$ cat config.mk
export PLATFORM = sky130hd
export DESIGN_NAME = ssf_framer
export DESIGN_NICKNAME = d
export VERILOG_FILES = /design/src/shared/ssf_pkg.sv /design/src/verilog/ssf_frame_mem.sv /design/src/verilog/ssf_framer.sv
export SDC_FILE = /design/constraint.sdc
export NUM_CORES = 1
export LEC_CHECK = 0
export BUFFER_PORTS_ARGS = -buffer_cell sky130_fd_sc_hd__buf_4
export CORE_MARGIN = 2
export CORE_UTILIZATION = 50
export CTS_CLUSTER_SIZE = 20
export DETAILED_ROUTE_END_ITERATION = 10
export GPL_ROUTABILITY_DRIVEN = 0
export PLACE_DENSITY = 0.76
export SETUP_SLACK_MARGIN = 0.02
export SYNTH_ARGS = -nofsm -noshare
export SYNTH_HDL_FRONTEND = slang
export SYNTH_HIERARCHICAL = 1
export SYNTH_SLANG_ARGS = --single-unit
$ cat constraint.sdc
create_clock -name i_sys_clk -period 10 [get_ports i_sys_clk]
set_input_delay 1 -clock i_sys_clk [delete_from_list [all_inputs] [get_ports i_sys_clk]]
set_output_delay 1 -clock i_sys_clk [all_outputs]
set_load 0.05 [all_outputs]
$ cat src/shared/ssf_pkg.sv
package ssf_pkg;
    // Clock and timing figures
    localparam int CLK_HZ       = 25000000;
    localparam int BAUD_DEF     = 9600;
    localparam int CHAR_BITS    = 11;
    localparam int SILENT_X10   = 35;
    localparam int MS_UNIT_HZ   = 1000;
    localparam int TICK_UNIT_HZ = 100;
    localparam int SILENT_CYC   = ((CLK_HZ / BAUD_DEF) * CHAR_BITS * SILENT_X10 + 9) / 10;
    localparam int MS_CYC       = CLK_HZ / MS_UNIT_HZ;
    localparam int TICK_CYC     = CLK_HZ / TICK_UNIT_HZ;
    // Setting limits
    localparam logic [13:0] LIMIT_MAX = 14'd9999;
    localparam logic [10:0] DELAY_MAX = 11'd1000;
    // Control characters
    localparam logic [7:0] CH_STX   = 8'h02;
    localparam logic [7:0] CH_CR    = 8'h0d;
    localparam logic [7:0] CH_ACK   = 8'h06;
    localparam logic [7:0] CH_NAK   = 8'h15;
    localparam logic [7:0] CH_ZERO  = 8'h30;
    localparam logic [7:0] CH_ALPHA = 8'h37;
    localparam logic [7:0] ST_BCAST = 8'hff;
    localparam logic [7:0] ST_MAX   = 8'h20;
    localparam logic [7:0] ADDR_BC  = 8'h00;
    localparam logic [7:0] CMD_RECALC_HI = 8'h30;
    localparam logic [7:0] CMD_RECALC_LO = 8'h42;
    // Frame layout
    localparam logic [3:0] POS_CODE = 4'h3;
    localparam logic [3:0] LEN_POS  = 4'h7;
    localparam logic [3:0] LEN_NEG  = 4'h9;
    // CRC
    localparam logic [15:0] CRC_INIT = 16'hffff;
    localparam logic [15:0] CRC_POLY = 16'ha001;
    // Error codes; zero means positive answer
    typedef enum logic [7:0] {
        ERR_NONE     = 8'h00, ERR_PARITY = 8'h01, ERR_SUM   = 8'h02,
        ERR_FRAMING  = 8'h03, ERR_OVERRUN = 8'h04, ERR_PROTO = 8'h05,
        ERR_CHAR     = 8'h06, ERR_BUF_OVF = 8'h07, ERR_RX_TO = 8'h08,
        ERR_COMMAND  = 8'h11, ERR_EXEC_DIS = 8'h13, ERR_PARAM = 8'h16
    } ssf_err_type;
    // Reaction to a reception timeout
    typedef enum logic [2:0] {
        REACT_TRIP = 3'b000, REACT_STOP_TRIP = 3'b001, REACT_IGNORE = 3'b010,
        REACT_COAST = 3'b011, REACT_DECEL = 3'b100
    } ssf_react_type;
    // Request for a character-mode answer
    typedef struct packed {
        logic [7:0]  station;
        ssf_err_type err;
    } ssf_char_req_type;
    // One transmit byte
    typedef struct packed {
        logic       valid;
        logic [7:0] data;
    } ssf_tx_type;
endpackage

$ cat src/verilog/ssf_frame_mem.sv
`timescale 1ns/10ps
`default_nettype none
module ssf_frame_mem #(
    parameter int W = 8,
    parameter int D = 16
) (
    input  wire logic                 i_sys_clk,   // Clock
    input  wire logic                 i_wr_en,     // Write strobe
    input  wire logic [$clog2(D)-1:0] i_wr_addr,   // Write address
    input  wire logic [W-1:0]         i_wr_data,   // Write data
    input  wire logic [$clog2(D)-1:0] i_rd_addr,   // Read address
    output logic      [W-1:0]         o_rd_data    // Registered read data
);
    logic [W-1:0] mem [D];

    // Write port
    always_ff @(posedge i_sys_clk) begin
        if (i_wr_en) begin
            mem[i_wr_addr] <= i_wr_data;
        end
    end

    // Registered read port
    always_ff @(posedge i_sys_clk) begin
        o_rd_data <= mem[i_rd_addr];
    end
endmodule // ssf_frame_mem
`default_nettype wire

$ cat src/verilog/ssf_framer.sv
`timescale 1ns/10ps
`default_nettype none
module ssf_framer
    import ssf_pkg::*;
#(
    parameter int SILENT_CYCLES = SILENT_CYC,
    parameter int MS_CYCLES     = MS_CYC,
    parameter int TICK_CYCLES   = TICK_CYC
) (
    input  wire logic             i_sys_clk,          // Clock
    input  wire logic             i_reset_n,          // Synchronous reset
    input  wire logic [7:0]       i_station_id,       // Own number 1..32
    input  wire logic             i_char_req,         // Answer request pulse
    input  wire ssf_char_req_type i_char_info,        // Station and error
    input  wire logic             i_tx_ready,         // Transmitter takes byte
    output ssf_tx_type            o_tx,               // Byte to transmit
    output logic                  o_char_busy,        // Answer in progress
    input  wire logic             i_comm_enable,      // Binary mode active
    input  wire logic             i_bin_byte,         // Binary byte received
    input  wire logic [7:0]       i_bin_data,         // Binary byte value
    input  wire logic             i_bin_frame_start,  // First byte of query
    input  wire logic             i_bin_frame_end,    // Gap ended the query
    input  wire logic [13:0]      i_limit_time,       // Limit, 10 ms units
    input  wire logic [10:0]      i_extra_delay,      // Extra delay, ms
    input  wire ssf_react_type    i_timeout_react,    // Timeout reaction
    input  wire logic             i_motor_stopped,    // Motor at standstill
    output logic                  o_bin_exec,         // Execute query pulse
    output logic                  o_bin_resp_go,      // Send reply pulse
    output logic                  o_rx_restart,       // Discard query pulse
    output logic                  o_link_timeout_trip,// Trip level
    output logic                  o_decel_stop,       // Decelerate request
    output logic                  o_coast_to_stop     // Coast request
);
    typedef enum logic [2:0] {
        ST_IDLE = 3'b000, ST_FILL = 3'b001, ST_READ = 3'b010,
        ST_WAIT = 3'b011, ST_HOLD = 3'b100
    } ssf_state_type;

    ssf_state_type state;
    logic [3:0]    idx;
    logic [3:0]    frame_len;
    logic [3:0]    o_tx_pos;
    logic [7:0]    req_station;
    logic [7:0]    req_err;
    logic [7:0]    mem_rdata;
    logic [7:0]    fill_byte;
    logic [7:0]    bcc;
    logic          char_take;

    // Hex character of one nibble, uppercase
    function automatic logic [7:0] hex_char(input logic [3:0] n);
        hex_char = (n > 4'h9) ? CH_ALPHA + {4'h0, n} : CH_ZERO + {4'h0, n};
    endfunction

    // Decimal tens and units characters of a station number
    function automatic logic [7:0] dec_tens(input logic [7:0] s);
        dec_tens = (s >= 8'h1e) ? 8'h33 : (s >= 8'h14) ? 8'h32 : (s >= 8'h0a) ? 8'h31 : CH_ZERO;
    endfunction
    function automatic logic [7:0] dec_units(input logic [7:0] s);
        dec_units = CH_ZERO + s - ((dec_tens(s) - CH_ZERO) * 8'h0a);
    endfunction

    // station range; own number only, broadcast handled apart
    assign char_take = i_char_req && (state == ST_IDLE)
                       && (i_char_info.station == i_station_id)
                       && (i_station_id != 8'h00) && (i_station_id <= ST_MAX);

    // XOR check; through ACK, through error code
    always_comb begin
        bcc = dec_tens(req_station) ^ dec_units(req_station);
        if (req_err == ERR_NONE) begin
            bcc = bcc ^ CH_ACK;
        end else begin
            bcc = bcc ^ CH_NAK ^ hex_char(req_err[7:4]) ^ hex_char(req_err[3:0]);
        end
    end

    always_comb begin
        fill_byte = CH_CR;
        case (idx)
            4'h0: fill_byte = CH_STX;
            4'h1: fill_byte = dec_tens(req_station);
            4'h2: fill_byte = dec_units(req_station);
            4'h3: fill_byte = (req_err == ERR_NONE) ? CH_ACK : CH_NAK;
            // check as hex text, high nibble first
            4'h4: fill_byte = (req_err == ERR_NONE) ? hex_char(bcc[7:4]) : hex_char(req_err[7:4]);
            4'h5: fill_byte = (req_err == ERR_NONE) ? hex_char(bcc[3:0]) : hex_char(req_err[3:0]);
            4'h6: fill_byte = (req_err == ERR_NONE) ? CH_CR : hex_char(bcc[7:4]);
            4'h7: fill_byte = hex_char(bcc[3:0]);
            default: fill_byte = CH_CR;
        endcase
    end

    ssf_frame_mem #(
        .W (8),
        .D (16)
    ) u_mem (
        .i_sys_clk (i_sys_clk),
        .i_wr_en   (state == ST_FILL),
        .i_wr_addr (idx),
        .i_wr_data (fill_byte),
        .i_rd_addr (idx),
        .o_rd_data (mem_rdata)
    );

    // Character answer sequencer
    always_ff @(posedge i_sys_clk) begin
        if (!i_reset_n) begin
            state       <= ST_IDLE;
            idx         <= 4'h0;
            frame_len   <= 4'h0;
            req_station <= 8'h00;
            req_err     <= 8'h00;
            o_tx        <= '0;
            o_tx_pos    <= 4'h0;
            o_char_busy <= 1'b0;
        end else begin
            case (state)
                ST_IDLE: begin
                    // broadcast never answered; answers only on request
                    if (char_take) begin
                        req_station <= i_char_info.station;
                        req_err     <= i_char_info.err;
                        frame_len   <= (i_char_info.err == ERR_NONE) ? LEN_POS : LEN_NEG;
                        idx         <= 4'h0;
                        o_char_busy <= 1'b1;
                        state       <= ST_FILL;
                    end
                end
                ST_FILL: begin
                    if (idx == frame_len - 4'h1) begin
                        idx   <= 4'h0;
                        state <= ST_READ;
                    end else begin
                        idx <= idx + 4'h1;
                    end
                end
                ST_READ: begin
                    state <= ST_WAIT;
                end
                ST_WAIT: begin
                    o_tx.valid <= 1'b1;
                    o_tx.data  <= mem_rdata;
                    o_tx_pos   <= idx;
                    state      <= ST_HOLD;
                end
                ST_HOLD: begin
                    if (i_tx_ready) begin
                        o_tx.valid <= 1'b0;
                        if (idx == frame_len - 4'h1) begin
                            o_char_busy <= 1'b0;
                            state       <= ST_IDLE;
                        end else begin
                            idx   <= idx + 4'h1;
                            state <= ST_READ;
                        end
                    end
                end
                default: state <= ST_IDLE;
            endcase
        end
    end

    // Binary mode: CRC, address, supervision and reply timing
    logic [15:0] crc;
    logic [15:0] next_crc;
    logic [7:0]  bin_addr;
    logic        armed;
    logic        supervising;
    logic [31:0] tick_div;
    logic [13:0] tick_cnt;
    logic        timeout;
    logic        query_ok;
    logic        delaying;
    logic        in_silent;
    logic [31:0] delay_cnt;
    logic [10:0] ms_left;
    logic        react_wait;

    // reflected CRC-16 step over one byte, fresh seed on a query's first byte
    always_comb begin
        next_crc = (i_bin_frame_start ? CRC_INIT : crc) ^ {8'h00, i_bin_data};
        for (int b = 0; b < 8; b++) begin
            next_crc = next_crc[0] ? ((next_crc >> 1) ^ CRC_POLY) : (next_crc >> 1);
        end
    end

    always_ff @(posedge i_sys_clk) begin
        if (!i_reset_n) begin
            crc      <= CRC_INIT;
            bin_addr <= 8'h00;
        end else if (i_bin_byte) begin
            crc      <= next_crc;
            bin_addr <= i_bin_frame_start ? i_bin_data : bin_addr;
        end
    end

    // residue zero; own address or broadcast
    assign query_ok = i_bin_frame_end && i_comm_enable && (crc == 16'h0000)
                      && ((bin_addr == i_station_id) || (bin_addr == ADDR_BC));

    // armed by first byte after reset; only in binary mode
    always_ff @(posedge i_sys_clk) begin
        if (!i_reset_n) begin
            armed <= 1'b0;
        end else if (i_bin_byte && i_comm_enable) begin
            armed <= 1'b1;
        end
    end

    // limit counted in 10 ms ticks, clamped to 99.99 s
    assign timeout = supervising && (i_limit_time != 14'd0)
                     && (tick_cnt >= ((i_limit_time > LIMIT_MAX) ? LIMIT_MAX : i_limit_time));

    // supervision window runs from arming, a reply or a broadcast query until an accepted query completes
    always_ff @(posedge i_sys_clk) begin
        if (!i_reset_n) begin
            supervising  <= 1'b0;
            tick_div     <= 32'd0;
            tick_cnt     <= 14'd0;
            o_rx_restart <= 1'b0;
        end else begin
            o_rx_restart <= 1'b0;
            if (!armed || !i_comm_enable || query_ok) begin
                supervising <= 1'b0;
                tick_div    <= 32'd0;
                tick_cnt    <= 14'd0;
            end else if (o_bin_resp_go || (armed && !supervising && !delaying)) begin
                supervising <= 1'b1;
                tick_div    <= 32'd0;
                tick_cnt    <= 14'd0;
            end else if (timeout) begin
                o_rx_restart <= 1'b1;
                tick_div     <= 32'd0;
                tick_cnt     <= 14'd0;
            end else if (tick_div == TICK_CYCLES - 1) begin
                tick_div <= 32'd0;
                tick_cnt <= tick_cnt + 14'd1;
            end else begin
                tick_div <= tick_div + 32'd1;
            end
        end
    end

    // silent gap, then extra delay, then reply
    always_ff @(posedge i_sys_clk) begin
        if (!i_reset_n) begin
            delaying      <= 1'b0;
            in_silent     <= 1'b0;
            delay_cnt     <= 32'd0;
            ms_left       <= 11'd0;
            o_bin_exec    <= 1'b0;
            o_bin_resp_go <= 1'b0;
        end else begin
            o_bin_exec    <= 1'b0;
            o_bin_resp_go <= 1'b0;
            if (query_ok && !delaying) begin
                o_bin_exec <= 1'b1;
                delaying   <= (bin_addr != ADDR_BC);
                in_silent  <= 1'b1;
                delay_cnt  <= 32'd0;
                ms_left    <= (i_extra_delay > DELAY_MAX) ? DELAY_MAX : i_extra_delay;
            end else if (delaying) begin
                if (in_silent) begin
                    if (delay_cnt == SILENT_CYCLES - 1) begin
                        in_silent <= 1'b0;
                        delay_cnt <= 32'd0;
                    end else begin
                        delay_cnt <= delay_cnt + 32'd1;
                    end
                end else if (ms_left == 11'd0) begin
                    // reply only after an accepted query
                    o_bin_resp_go <= 1'b1;
                    delaying      <= 1'b0;
                end else if (delay_cnt == MS_CYCLES - 1) begin
                    delay_cnt <= 32'd0;
                    ms_left   <= ms_left - 11'd1;
                end else begin
                    delay_cnt <= delay_cnt + 32'd1;
                end
            end
        end
    end

    always_ff @(posedge i_sys_clk) begin
        if (!i_reset_n) begin
            o_link_timeout_trip <= 1'b0;
            o_decel_stop        <= 1'b0;
            o_coast_to_stop     <= 1'b0;
            react_wait          <= 1'b0;
        end else begin
            if (o_rx_restart) begin
                case (i_timeout_react)
                    REACT_TRIP:      o_link_timeout_trip <= 1'b1;
                    REACT_STOP_TRIP: begin
                        o_decel_stop <= 1'b1;
                        react_wait   <= 1'b1;
                    end
                    REACT_COAST:     o_coast_to_stop <= 1'b1;
                    REACT_DECEL:     o_decel_stop <= 1'b1;
                    default:         react_wait <= react_wait;
                endcase
            end
            // trip once the motor has stopped
            if (react_wait && i_motor_stopped) begin
                o_link_timeout_trip <= 1'b1;
                react_wait          <= 1'b0;
            end
        end
    end
endmodule // ssf_framer
`default_nettype wire

==> results of run 1 <==
flip-flops by register name (all words and copies together), names as in the netlist, 4 cells and up:
name	count
req_err	8
o_tx	9
tick_div	32
tick_cnt	14
u_mem/mem	128
ms_left	11
u_mem/o_rd_data	8
bin_addr	8
req_station	8
idx	4
crc	16
delay_cnt	32
report_power, final:
group          internal (µW)  switching [µW]
Clock                    753             484
Sequential              1260            9.41
Combinational           53.1            57.3
layer usage:
metal	wire, µm	track usage, %	vias to the layer above	share of wire [%]
met5	0	0	-	0
met4	810	6.44	0	2.4
met3	2040	3.81	59	6.1
met2	16000	37.4	361	48
met1	14500	28.4	5231	44
li1	-	-	5189	-
worst reg2reg max path, delay by kind of cell (launching register included):
| family | cells | cell delay, ns |
|---|---|---|
| xor gates and xnor gates | 2 | 0.67 |
| AOI/OAI and AO/OA | 6 | 1.90 |
| and+or+nand+nor | 1 | 0.09 |
| adders and majority gates | 4 | 1.32 |
| DFF | 1 | 0.31 |
| buffers and inverters | 1 | 0.18 |
cells by family after synthesis:
| family | Yosys count | synth area share [%] |
|---|---|---|
| multiplexers | 53 | 6.81 |
| flip-flops | 296 | 49.7 |
| buffers and inverters | 96 | 3.03 |
| XOR/XNOR | 147 | 9.26 |
| AO/OA/AOI/OAI | 196 | 8.52 |
| AND/OR/NAND/NOR | 564 | 18.9 |
| adder cells (fa/ha/maj) | 44 | 3.85 |
how the worst max path moves through the flow:
stage,depth (start not counted),slack (ns),endpoint
3_5_place_dp,14,5.24,u_mem/mem[13][6]
3_3_place_gp,14,5.47,u_mem/mem[12][6]
5_1_grt,14,4.75,u_mem/mem[10][6]
6_report,14,5.17,u_mem/mem[10][6]
4_1_cts,14,5.25,u_mem/mem[10][6]
2_1_floorplan,14,5.77,u_mem/mem[0][0]
metrics by stage:
stage | total power (µW) | instances | hold WS (ns) | area, µm² | setup WS [ns]
3_3_place_gp | 1400 | 1821 | 0.426 | 15400 | 5.47
6_report | 2620 | 1882 | 0.457 | 16600 | 5.17
5_1_grt | 2710 | 1882 | 0.479 | 16600 | 4.75
3_5_place_dp | 1400 | 1821 | 0.451 | 15400 | 5.24
2_1_floorplan | 1360 | 1396 | 0.413 | 14500 | 5.77
4_1_cts | 2640 | 1882 | 0.460 | 16600 | 5.25
layout make-up:
cell class	count	area, µm²	area share, %
Clock buffer	50	1000	6.07
Inverter	45	169	1.02
Multi-Input combinational cell	1004	6880	41.6
Sequential cell	296	7210	43.5
Clock inverter	11	124	0.748
Timing Repair Buffer	92	691	4.17
Tap cell	384	480	2.90
layout by cell type (no fill, tap or decap), types with 17 or more instances in the layout:
cell type,count
nor4_1,23
nand2_1,145
xnor2_1,52
nor2_1,186
nor3_1,28
a22oi_1,17
mux4_2,18
nand3_1,53
o21ai_0,42
ha_1,43
edfxtp_1,128
inv_1,43
xor2_1,91
clkbuf_16,37
mux2i_1,18
a21oi_1,64
dfxtp_1,166
buf_4,92
nand4_1,25
==> impl_results.md, run 1 <==
- P_leak: a little over 0.006 µW
- Yosys warnings: 6
- Avg Cell Area, Syn: approximately 10 µm²
- Post-synth top cells: nor2_1, dfxtp_1, nand2_1
- Setup TNS: 0 ns
- Post-synth top area cell: edfxtp_1
- Util after Layout: between 50% and 60%
- Port bufs: 84
- Hold-fix buffers at CTS: 0
- Routed Wire Length: between 30,000 and 40,000 µm
- VDD IR max: between 0.00015 and 0.0002 V
- Fin crit period: approximately 4.8 ns
- Root buf cell: clkbuf_16
- DR vias: ~11,000
- Post-synthesis sequential area ratio: just under 50%
- Core area: between 20,000 and 30,000 µm²
- Crit start category: register
- Die Ht: roughly 170 µm
- Most frequent CP cell: ha_1
- Initial antenna violation count: 0
- Final #Nets: between 1,500 and 2,000
- P per Cell Area: approximately 160 nW/µm²
- CTS Buf Count: 34
- Clock buffer depth: 3
- Fillcell total: approximately 2,400
- Ant diodes: 0
- Slowest-stage cell, CP: o221ai_1
- RR Startpoint: req_station[6]
- Resized cells post-CTS: 0
- Vias in the first global route: 10,500
- Max-slew headroom: 21.6%
- Top cell type's share of synthesized area: about a quarter
- First-pass GRT wire length: 53,700 µm
- Arr. time, crit path: ~5.0 ns
- Clock Sinks: slightly below 300
- Worst-path maximum fanout: 16
- Drt pass-1 iters: 5
- Layout cells sized above 1: roughly 13%
- Die area: slightly above 30,000 µm²
- Worst Hold End: tick_div[0]
- Worst EP required: between 10 and 15 ns
- Area growth, synth to finish: 14.2%
- Post-Syn Area: between 10,000 and 15,000 µm²
- Setup Fix Bufs, Post-CTS: 0
- DRC: 0
- Gr usage total: between 20 and 25%
- Worst-Skew Late Latency: ~0.51 ns
- Setup CP Type: reg -> reg
- Net count after synthesis: 1,509
- FF-to-FF End: u_mem/mem[10][6]
- Initial core utilization: a little over 50%
- Hold Fails Final Rpt: 0
- Tcrit/Tclk final: between 40% and 50%
- Routed Antenna Nets: 0
- Post-synthesis register bit count: slightly below 300
- Hpwl dp: 22,300 µm
- Max cap viols: 0
- Finish-stage setup viols: 0
- Largest net degree at the start of global routing: 59
- Grt ovf: 0
- Synth top area cells: edfxtp_1, dfxtp_1, xor2_1, nor2_1, nand2_1
- CTS tree: done
- Vias per cell: approximately 5.8
- Worst Skew: around 0.012 ns
- Critical Path Source: req_station[6]
- Hold depth: 1
- H-tree lvl count: 2
- Cell variety after synth: 81
- Io pins: 85
- CP Cell Sequence: inv_1 -> ha_1 -> nand2b_1 -> o32ai_2 -> ha_1 -> fa_1 -> a21o_1 -> a21oi_1 -> xnor2_1 -> xnor3_1 -> ha_1 -> a21oi_1 -> o21ai_0 -> o221ai_1
- Predominant post-synthesis flop cell: dfxtp_1
- Routed wire per std cell: 17.7 µm
- Crit-path max cell delay: 0.92 ns
- WP buf/inv: 1
- Die Wd: approximately 170 µm
- Hold path startpoint: tick_div[0]
- Worst-Margin Slew: 1.17 ns
- Outcome: finished clean
- Most frequent cell after synthesis: nor2_1
- EDFF count, synth: between 100 and 150
- Iter 0 DRT Violations: between 800 and 900
- RSZ-0062 raised after global routing: false
- Asr flop ratio synth: 0%
- Hold Crit Class: reg -> reg
- Delay-heaviest family, CP: compound AO/OA/AOI/OAI gates
- Fmax: roughly 210 MHz
- Critical Path End Type: register
- Core Rows: between 60 and 70
- Flop2flop setup slack: 5.17 ns
- Synth Instances: between 1,000 and 1,500
- Worst r2r path cells: 14
- CTS clock-pin slew for the worst setup and hold paths: roughly 0.06 ns
- Final Max Tran Viols: 0
No activity file was read; power rests on OpenSTA's default activity.
==> run 2: changes to the inputs <==
--- a/config.mk
+++ b/config.mk
@@ -11,7 +11,7 @@
 export CTS_CLUSTER_SIZE = 20
 export DETAILED_ROUTE_END_ITERATION = 10
 export GPL_ROUTABILITY_DRIVEN = 0
-export PLACE_DENSITY = 0.76
+export PLACE_DENSITY = 0.78
 export SETUP_SLACK_MARGIN = 0.02
 export SYNTH_ARGS = -nofsm -noshare
 export SYNTH_HDL_FRONTEND = slang
==> constraint.sdc (replaced) <==
create_clock -name i_sys_clk -period 3.95 [get_ports i_sys_clk]
set_input_delay 0.395 -clock i_sys_clk [delete_from_list [all_inputs] [get_ports i_sys_clk]]
set_output_delay 0.395 -clock i_sys_clk [all_outputs]
set_load 0.05 [all_outputs]
==> run 2 against run 1 <==
Compared with the run above:
- total power rose by 150%
- final cell count up 1.2%
- utilization rose by 1.3 points
- wire length is 1.9% higher
- fmax up 29%
- register-to-register slack got worse by 5.0 ns
- critical path depth unchanged
- first-iteration DRC count grew 22%
- clock power up 140%
- count of clock-buffer cells in the layout down 11
- global-route usage up 0.25 points
==> impl_results.md, run 2 (synthesized netlist as in run 1, its figures left out) <==
- Die area: 30,400 µm² (unchanged)
- Area growth, synth to finish: 16.7%
- Gr usage total: 22.1% (+0.25 points)
- Ant diodes: 0 (unchanged)
- P_leak: 0.00636 µW (+3.0%)
- Finish-stage setup viols: 0 (unchanged)
- Util after Layout: 59.1% (+1.3 points)
- Clock Sinks: 296 (unchanged)
- Final WS setup: 0.196 ns (-4.98 ns)
- Global-route met2 utilization: 37.5% (about the same)
- Max cap viols: 0 (unchanged)
- First-pass GRT wire length: 54,500 µm (+1.5%)
- Crit start category: register
- Fmax: 266 MHz (+29%)
- Worst-Margin Slew: 1.15 ns (-0.0255 ns)
- Vias in the first global route: 10,800 (+2.3%)
- Root buf cell: clkbuf_16
- Routed Antenna Nets: 0 (unchanged)
- DRC: 0 (unchanged)
- Iter 0 DRT Violations: 1,015 (+22%)
- Worst Hold End: req_err[2]
- Area of the multi-input gates: 7110 µm² (+3.3%)
- Met1 Use GR: 29.4% (+1.0 points)
- Drt pass-1 iters: 6 (+1)
- Port bufs: 84 (unchanged)
- Die Ht: 174 µm (unchanged)
- Hold path startpoint: i_char_info[2]
- Io pins: 85 (unchanged)
- Outcome: finished clean
- Hpwl dp: 23,000 µm (+3.2%)
- Die Wd: 174 µm (unchanged)
- Largest net degree at the start of global routing: 59 (unchanged)
- VDD IR max: 0.000457 V (+200%)
- Initial core utilization: 50.7% (unchanged)
- Placement Setup Slack: -0.110 ns (-5.35 ns)
- Fillcell total: 2,254 (-5.8%)
- Met3 GRT Util: 3.39% (-0.42 points)
- Core area: 28,600 µm² (unchanged)
- Slowest-stage cell, CP: a221oi_2
- Routed wire per std cell: 17.9 µm (+0.74%)
- Final #Nets: 1,611 (+1.6%)
- Most frequent cells in the layout: nor2_1, dfxtp_1, nand2_1, edfxtp_1, buf_4
- Largest regs: u_mem/mem: 128 flops, delay_cnt: 32 flops, tick_div: 32 flops
- Hold depth: 3 (+2)
- Worst Skew: 0.0188 ns (+0.00695 ns)
- Top Usage Layer GRT: met2
- Tcrit/Tclk final: 95.0% (+47 points)
- Vias per cell: 5.76 (about the same)
- Arr. time, crit path: 4.02 ns (-0.95 ns)
- Hold Crit Class: in -> reg
- CP Cell Sequence: inv_1 -> ha_1 -> o21ba_2 -> nand2b_2 -> mux2_2 -> xnor2_2 -> nand2_1 -> xor2_1 -> ha_1 -> nor2_1 -> o21a_2 -> xor2_1 -> a221oi_2 -> o21ai_2
- Routed Wire Length: 34,000 µm (+1.9%)
- Core Rows: 62 (unchanged)
- Critical Path End Type: register
- Hold Fails Final Rpt: 0 (unchanged)
- Grt ovf: 0 (unchanged)
- Hold-fix buffers at CTS: 0 (unchanged)
- FF-to-FF End: u_mem/mem[1][0]
- RR Startpoint: req_err[0]
- Layout cells sized above 1: 16.3% (+3.7 points)
- Worst r2r path cells: 14 (unchanged)
- Crit-path max cell delay: 0.43 ns (-0.49 ns)
- Worst-Skew Late Latency: 0.56 ns (+0.05 ns)
- H-tree lvl count: 1 (-1)
- Final Max Tran Viols: 0 (unchanged)
- Top reg by flops: u_mem/mem
- Worst EP required: 4.21 ns (-5.93 ns)
- Setup CP Type: reg -> reg
- CTS clock-pin slew for the worst setup and hold paths: 0.06 ns (about the same)
- Max-slew headroom: 23.3% (+1.7 points)
- Setup TNS: 0 ns (unchanged)
- Initial antenna violation count: 0 (unchanged)
- CTS Buf Count: 31 (-8.8%)
- Max reg flops: 128 (unchanged)
- Most common cell after layout, fill and taps aside: nor2_1
- Fin crit period: 3.75 ns (-1.07 ns)
- Worst-path maximum fanout: 8 (-8)
- CTS tree: done
- P per Cell Area: 382 nW/µm² (+140%)
- DR vias: 11,000 (+1.2%)
- Flop2flop setup slack: 0.20 ns (-4.98 ns)
- Storage cell area: 7220 µm² (about the same)
- Clock buffer depth: 3 (unchanged)
## run 2: power by group
part / switching, µW / total [µW] / internal [µW]
clock: 1190 / 2970 / 1780
sequential: 25.6 / 3210 / 3190
combinational: 149 / 284 / 135
## run 2: metrics by stage
step / hold WS (ns) / std cells / cell area, µm² / power (µW)
after detailed placement: 0.440 / 1845 / 15600 / 3560
after global placement: 0.426 / 1845 / 15600 / 3550
after global routing: 0.0946 / 1904 / 16900 / 6670
after CTS: 0.0765 / 1902 / 16800 / 6510
final: 0.100 / 1904 / 16900 / 6470
after floorplan: 0.413 / 1396 / 14500 / 3450
## run 2: cell type report
class | count | share of cell area [%]
clock buffers | 39 | 5.00
clock inverters | 16 | 1.23
inverters | 45 | 0.998
multi-input cells | 1006 | 42.0
flip-flops and latches | 296 | 42.6
well taps | 384 | 2.84
repair buffers | 118 | 5.31
## run 2: how the worst max path moves through the flow
stage,start,end,slack [ns],cells after the start
floorplan,req_station[6],u_mem/mem[0][3],0.14,13
detailed placement,req_station[0],u_mem/mem[8][6],-0.11,13
CTS,req_err[0],u_mem/mem[7][6],0.04,16
finish,req_err[0],u_mem/mem[1][0],0.20,14
global placement,req_station[0],u_mem/mem[14][0],0.03,14
global route,req_err[0],u_mem/mem[4][0],-0.04,14
## run 2: metal layers
metal	vias to the layer above	part of all wire [%]
met1	5267	43
met3	75	6.6
met2	383	48
met4	0	2.5
li1	5242	-
met5	-	0
## run 2: worst max-delay path, delay by kind of cell, from the launching register on
kind	cells	cell delay [ns]
buf+inv	1	0.08
simple gates	3	0.41
compound gates	4	1.13
xor+xnor	3	0.62
flops	1	0.37
mux	1	0.33
fa+ha+maj	2	0.51
## run 2: timing repair
item / in CTS / in global routing
setup buffers: 1 / 1
gates cloned: 1 / 1
resized for setup: 12 / 32
setup endpoints to repair: 112 / 112
pin swaps: 4 / 8
==> run 3: changes to the inputs <==
--- a/config.mk
+++ b/config.mk
@@ -6,12 +6,14 @@
 export NUM_CORES = 1
 export LEC_CHECK = 0
 export BUFFER_PORTS_ARGS = -buffer_cell sky130_fd_sc_hd__buf_4
+export CELL_PAD_IN_SITES_DETAIL_PLACEMENT = 0
+export CELL_PAD_IN_SITES_GLOBAL_PLACEMENT = 2
 export CORE_MARGIN = 2
-export CORE_UTILIZATION = 50
+export CORE_UTILIZATION = 36
 export CTS_CLUSTER_SIZE = 20
 export DETAILED_ROUTE_END_ITERATION = 10
 export GPL_ROUTABILITY_DRIVEN = 0
-export PLACE_DENSITY = 0.78
+export PLACE_DENSITY = 0.83
 export SETUP_SLACK_MARGIN = 0.02
 export SYNTH_ARGS = -nofsm -noshare
 export SYNTH_HDL_FRONTEND = slang
==> run 3 against run 2 <==
Compared with the run above:
- hold slack improved by 0.017 ns
- combinational power about the same
- worst setup slack got worse by 0.092 ns
- sequential power about the same
- via count decreased by 3.1%
- fmax decreased by 2.4%
- wire length increased by 6.4%
- critical endpoint is now u_mem/mem[3][1]
- largest cell class unchanged
- largest power group is now clock
==> impl_results.md, run 3 (synthesized netlist as in run 1, its figures left out) <==
- DR vias: 10,600 (-3.1%)
- CTS tree: done
- Drt pass-1 iters: 5 (-1)
- Routed Wire Length: 36,200 µm (+6.4%)
- Worst EP required: 4.21 ns (about the same)
- Iter 0 DRT Violations: 741 (-27%)
- Clock Sinks: 296 (unchanged)
- Storage cell area: 7210 µm² (about the same)
- Most common cell after layout, fill and taps aside: nor2_1
- Core Rows: 73 (+18%)
- CP Cell Sequence: nor4_4 -> and4_1 -> o32ai_2 -> buf_4 -> ha_1 -> ha_1 -> a21o_1 -> a21oi_2 -> xnor2_2 -> xnor3_2 -> ha_4 -> a21oi_2 -> o22ai_2 -> a221o_2
- Largest net degree at the start of global routing: 44 (-25%)
- CTS Buf Count: 35 (+13%)
- Top reg by flops: u_mem/mem
- Worst Skew: 0.0281 ns (+0.00933 ns)
- Fin crit period: 3.85 ns (+0.0916 ns)
- Largest regs: u_mem/mem: 128 flops, delay_cnt: 32 flops, tick_div: 32 flops
- Max-slew headroom: 13.8% (-9.5 points)
- Gr usage total: 17.2% (-4.8 points)
- Critical Path End Type: register
- VDD IR max: 0.000248 V (-46%)
- Max cap viols: 0 (unchanged)
- Placement Setup Slack: -0.162 ns (-0.0516 ns)
- Area of the multi-input gates: 7040 µm² (-0.90%)
- P per Cell Area: 398 nW/µm² (+4.1%)
- Tcrit/Tclk final: 97.3% (+2.3 points)
- Crit start category: register
- CTS clock-pin slew for the worst setup and hold paths: 0.06 ns (about the same)
- First-pass GRT wire length: 56,900 µm (+4.3%)
- Die Wd: 205 µm (+17%)
- Fillcell total: 3,783 (+68%)
- Fmax: 260 MHz (-2.4%)
- Worst-Margin Slew: 1.29 ns (+0.140 ns)
- Final Max Tran Viols: 0 (unchanged)
- Final WS setup: 0.105 ns (-0.0916 ns)
- Hold-fix buffers at CTS: 0 (unchanged)
- Most frequent cells in the layout: nor2_1, dfxtp_1, nand2_1, edfxtp_1, buf_4
- RSZ-0062 raised after global routing: true
- Max reg flops: 128 (unchanged)
- Hold depth: 3 (unchanged)
- Outcome: finished clean
- Worst-path maximum fanout: 8 (unchanged)
- Setup CP Type: reg -> reg
- Final #Nets: 1,621 (+0.62%)
- Initial core utilization: 36.5% (-14 points)
- Vias in the first global route: 10,400 (-3.8%)
- Util after Layout: 43.4% (-16 points)
- Layout cells sized above 1: 16.4% (+0.11 points)
- Die Ht: 205 µm (+17%)
- DRC: 0 (unchanged)
- Slowest-stage cell, CP: a221o_2
- Crit-path max cell delay: 0.48 ns (+0.05 ns)
- Grt ovf: 0 (unchanged)
- Hold Crit Class: in -> reg
- Tot Pwr: 6850 µW (+5.9%)
- Worst-Skew Late Latency: 0.54 ns (-0.02 ns)
- Hpwl dp: 24,800 µm (+7.6%)
- Finish-stage setup viols: 0 (unchanged)
- Clock buffer depth: 3 (unchanged)
- Routed wire per std cell: 17.6 µm (-1.6%)
- Vias per cell: 5.16 (-10%)
- Arr. time, crit path: 4.10 ns (+0.08 ns)
- H-tree lvl count: 2 (+1)
- Hold Fails Final Rpt: 0 (unchanged)
- Worst r2r path cells: 14 (unchanged)
- Area growth, synth to finish: 18.8%
- Port bufs: 84 (unchanged)
- Ant diodes: 0 (unchanged)
- Root buf cell: clkbuf_16
- Routed Antenna Nets: 0 (unchanged)
- Io pins: 85 (unchanged)
- Die area: 41,900 µm² (+38%)
- P_leak: 0.00644 µW (+1.2%)
- Initial antenna violation count: 0 (unchanged)
- Core area: 39,700 µm² (+39%)
-- run 3: final timing paths --
| check | to | start | slack [ns] |
|---|---|---|---|
| hold / removal | req_err[2] | i_char_info[2] | 0.12 |
| setup / recovery | u_mem/mem[3][1] | req_station[7] | 0.10 |
| setup reg to reg | u_mem/mem[3][1] | req_station[7] | 0.10 |
| hold reg to reg | tick_div[0] | tick_div[0] | 0.44 |
-- run 3: per-layer routing --
layer / GRT usage (%) / part of all wire, %
met4: 5.43 / 2.2
met2: 26.8 / 45
met1: 24.1 / 48
met3: 3.48 / 5.0
met5: 0 / 0
-- run 3: critical path, delay by kind of cell, from the launching register on --
kind                     cells  cell delay [ns]
XOR/XNOR                     2             0.48
buffers and inverters        1             0.15
AO/OA/AOI/OAI                6             1.27
flip-flops                   1             0.33
adder cells (fa/ha/maj)      3             0.81
AND/OR/NAND/NOR              2             0.54
-- run 3: metrics by stage --
| step | TNS (ns) | instance area, µm² | std cells | hold slack [ns] |
|---|---|---|---|---|
| finish | 0 | 17200 | 2059 | 0.117 |
| global route | -0.415 | 17200 | 2059 | 0.113 |
| detailed placement | -12.31 | 15800 | 1990 | 0.435 |
| CTS | 0 | 17100 | 2054 | 0.0850 |
| global placement | 0 | 15800 | 1990 | 0.423 |
| floorplan | 0 | 14500 | 1396 | 0.413 |
-- run 3: layout make-up --
cell class	instances	share of cell area, %
sequential	296	41.9
multi-input combinational	1005	40.9
clock buffer	44	5.58
timing repair buffer	125	5.52
tap	525	3.81
clock inverter	19	1.37
inverter	45	0.980
-- run 3: report_power, final --
group	internal (µW)	total (µW)	switching, µW
combinational	135	285	150
clock	2060	3350	1290
sequential	3190	3210	25.2
-- run 3: repair_timing --
action                     CTS  global route
setup endpoints to repair  120           128
resized for setup            7            25
cloned                       1             0
setup buffers                0             5
pin swaps                    1            11
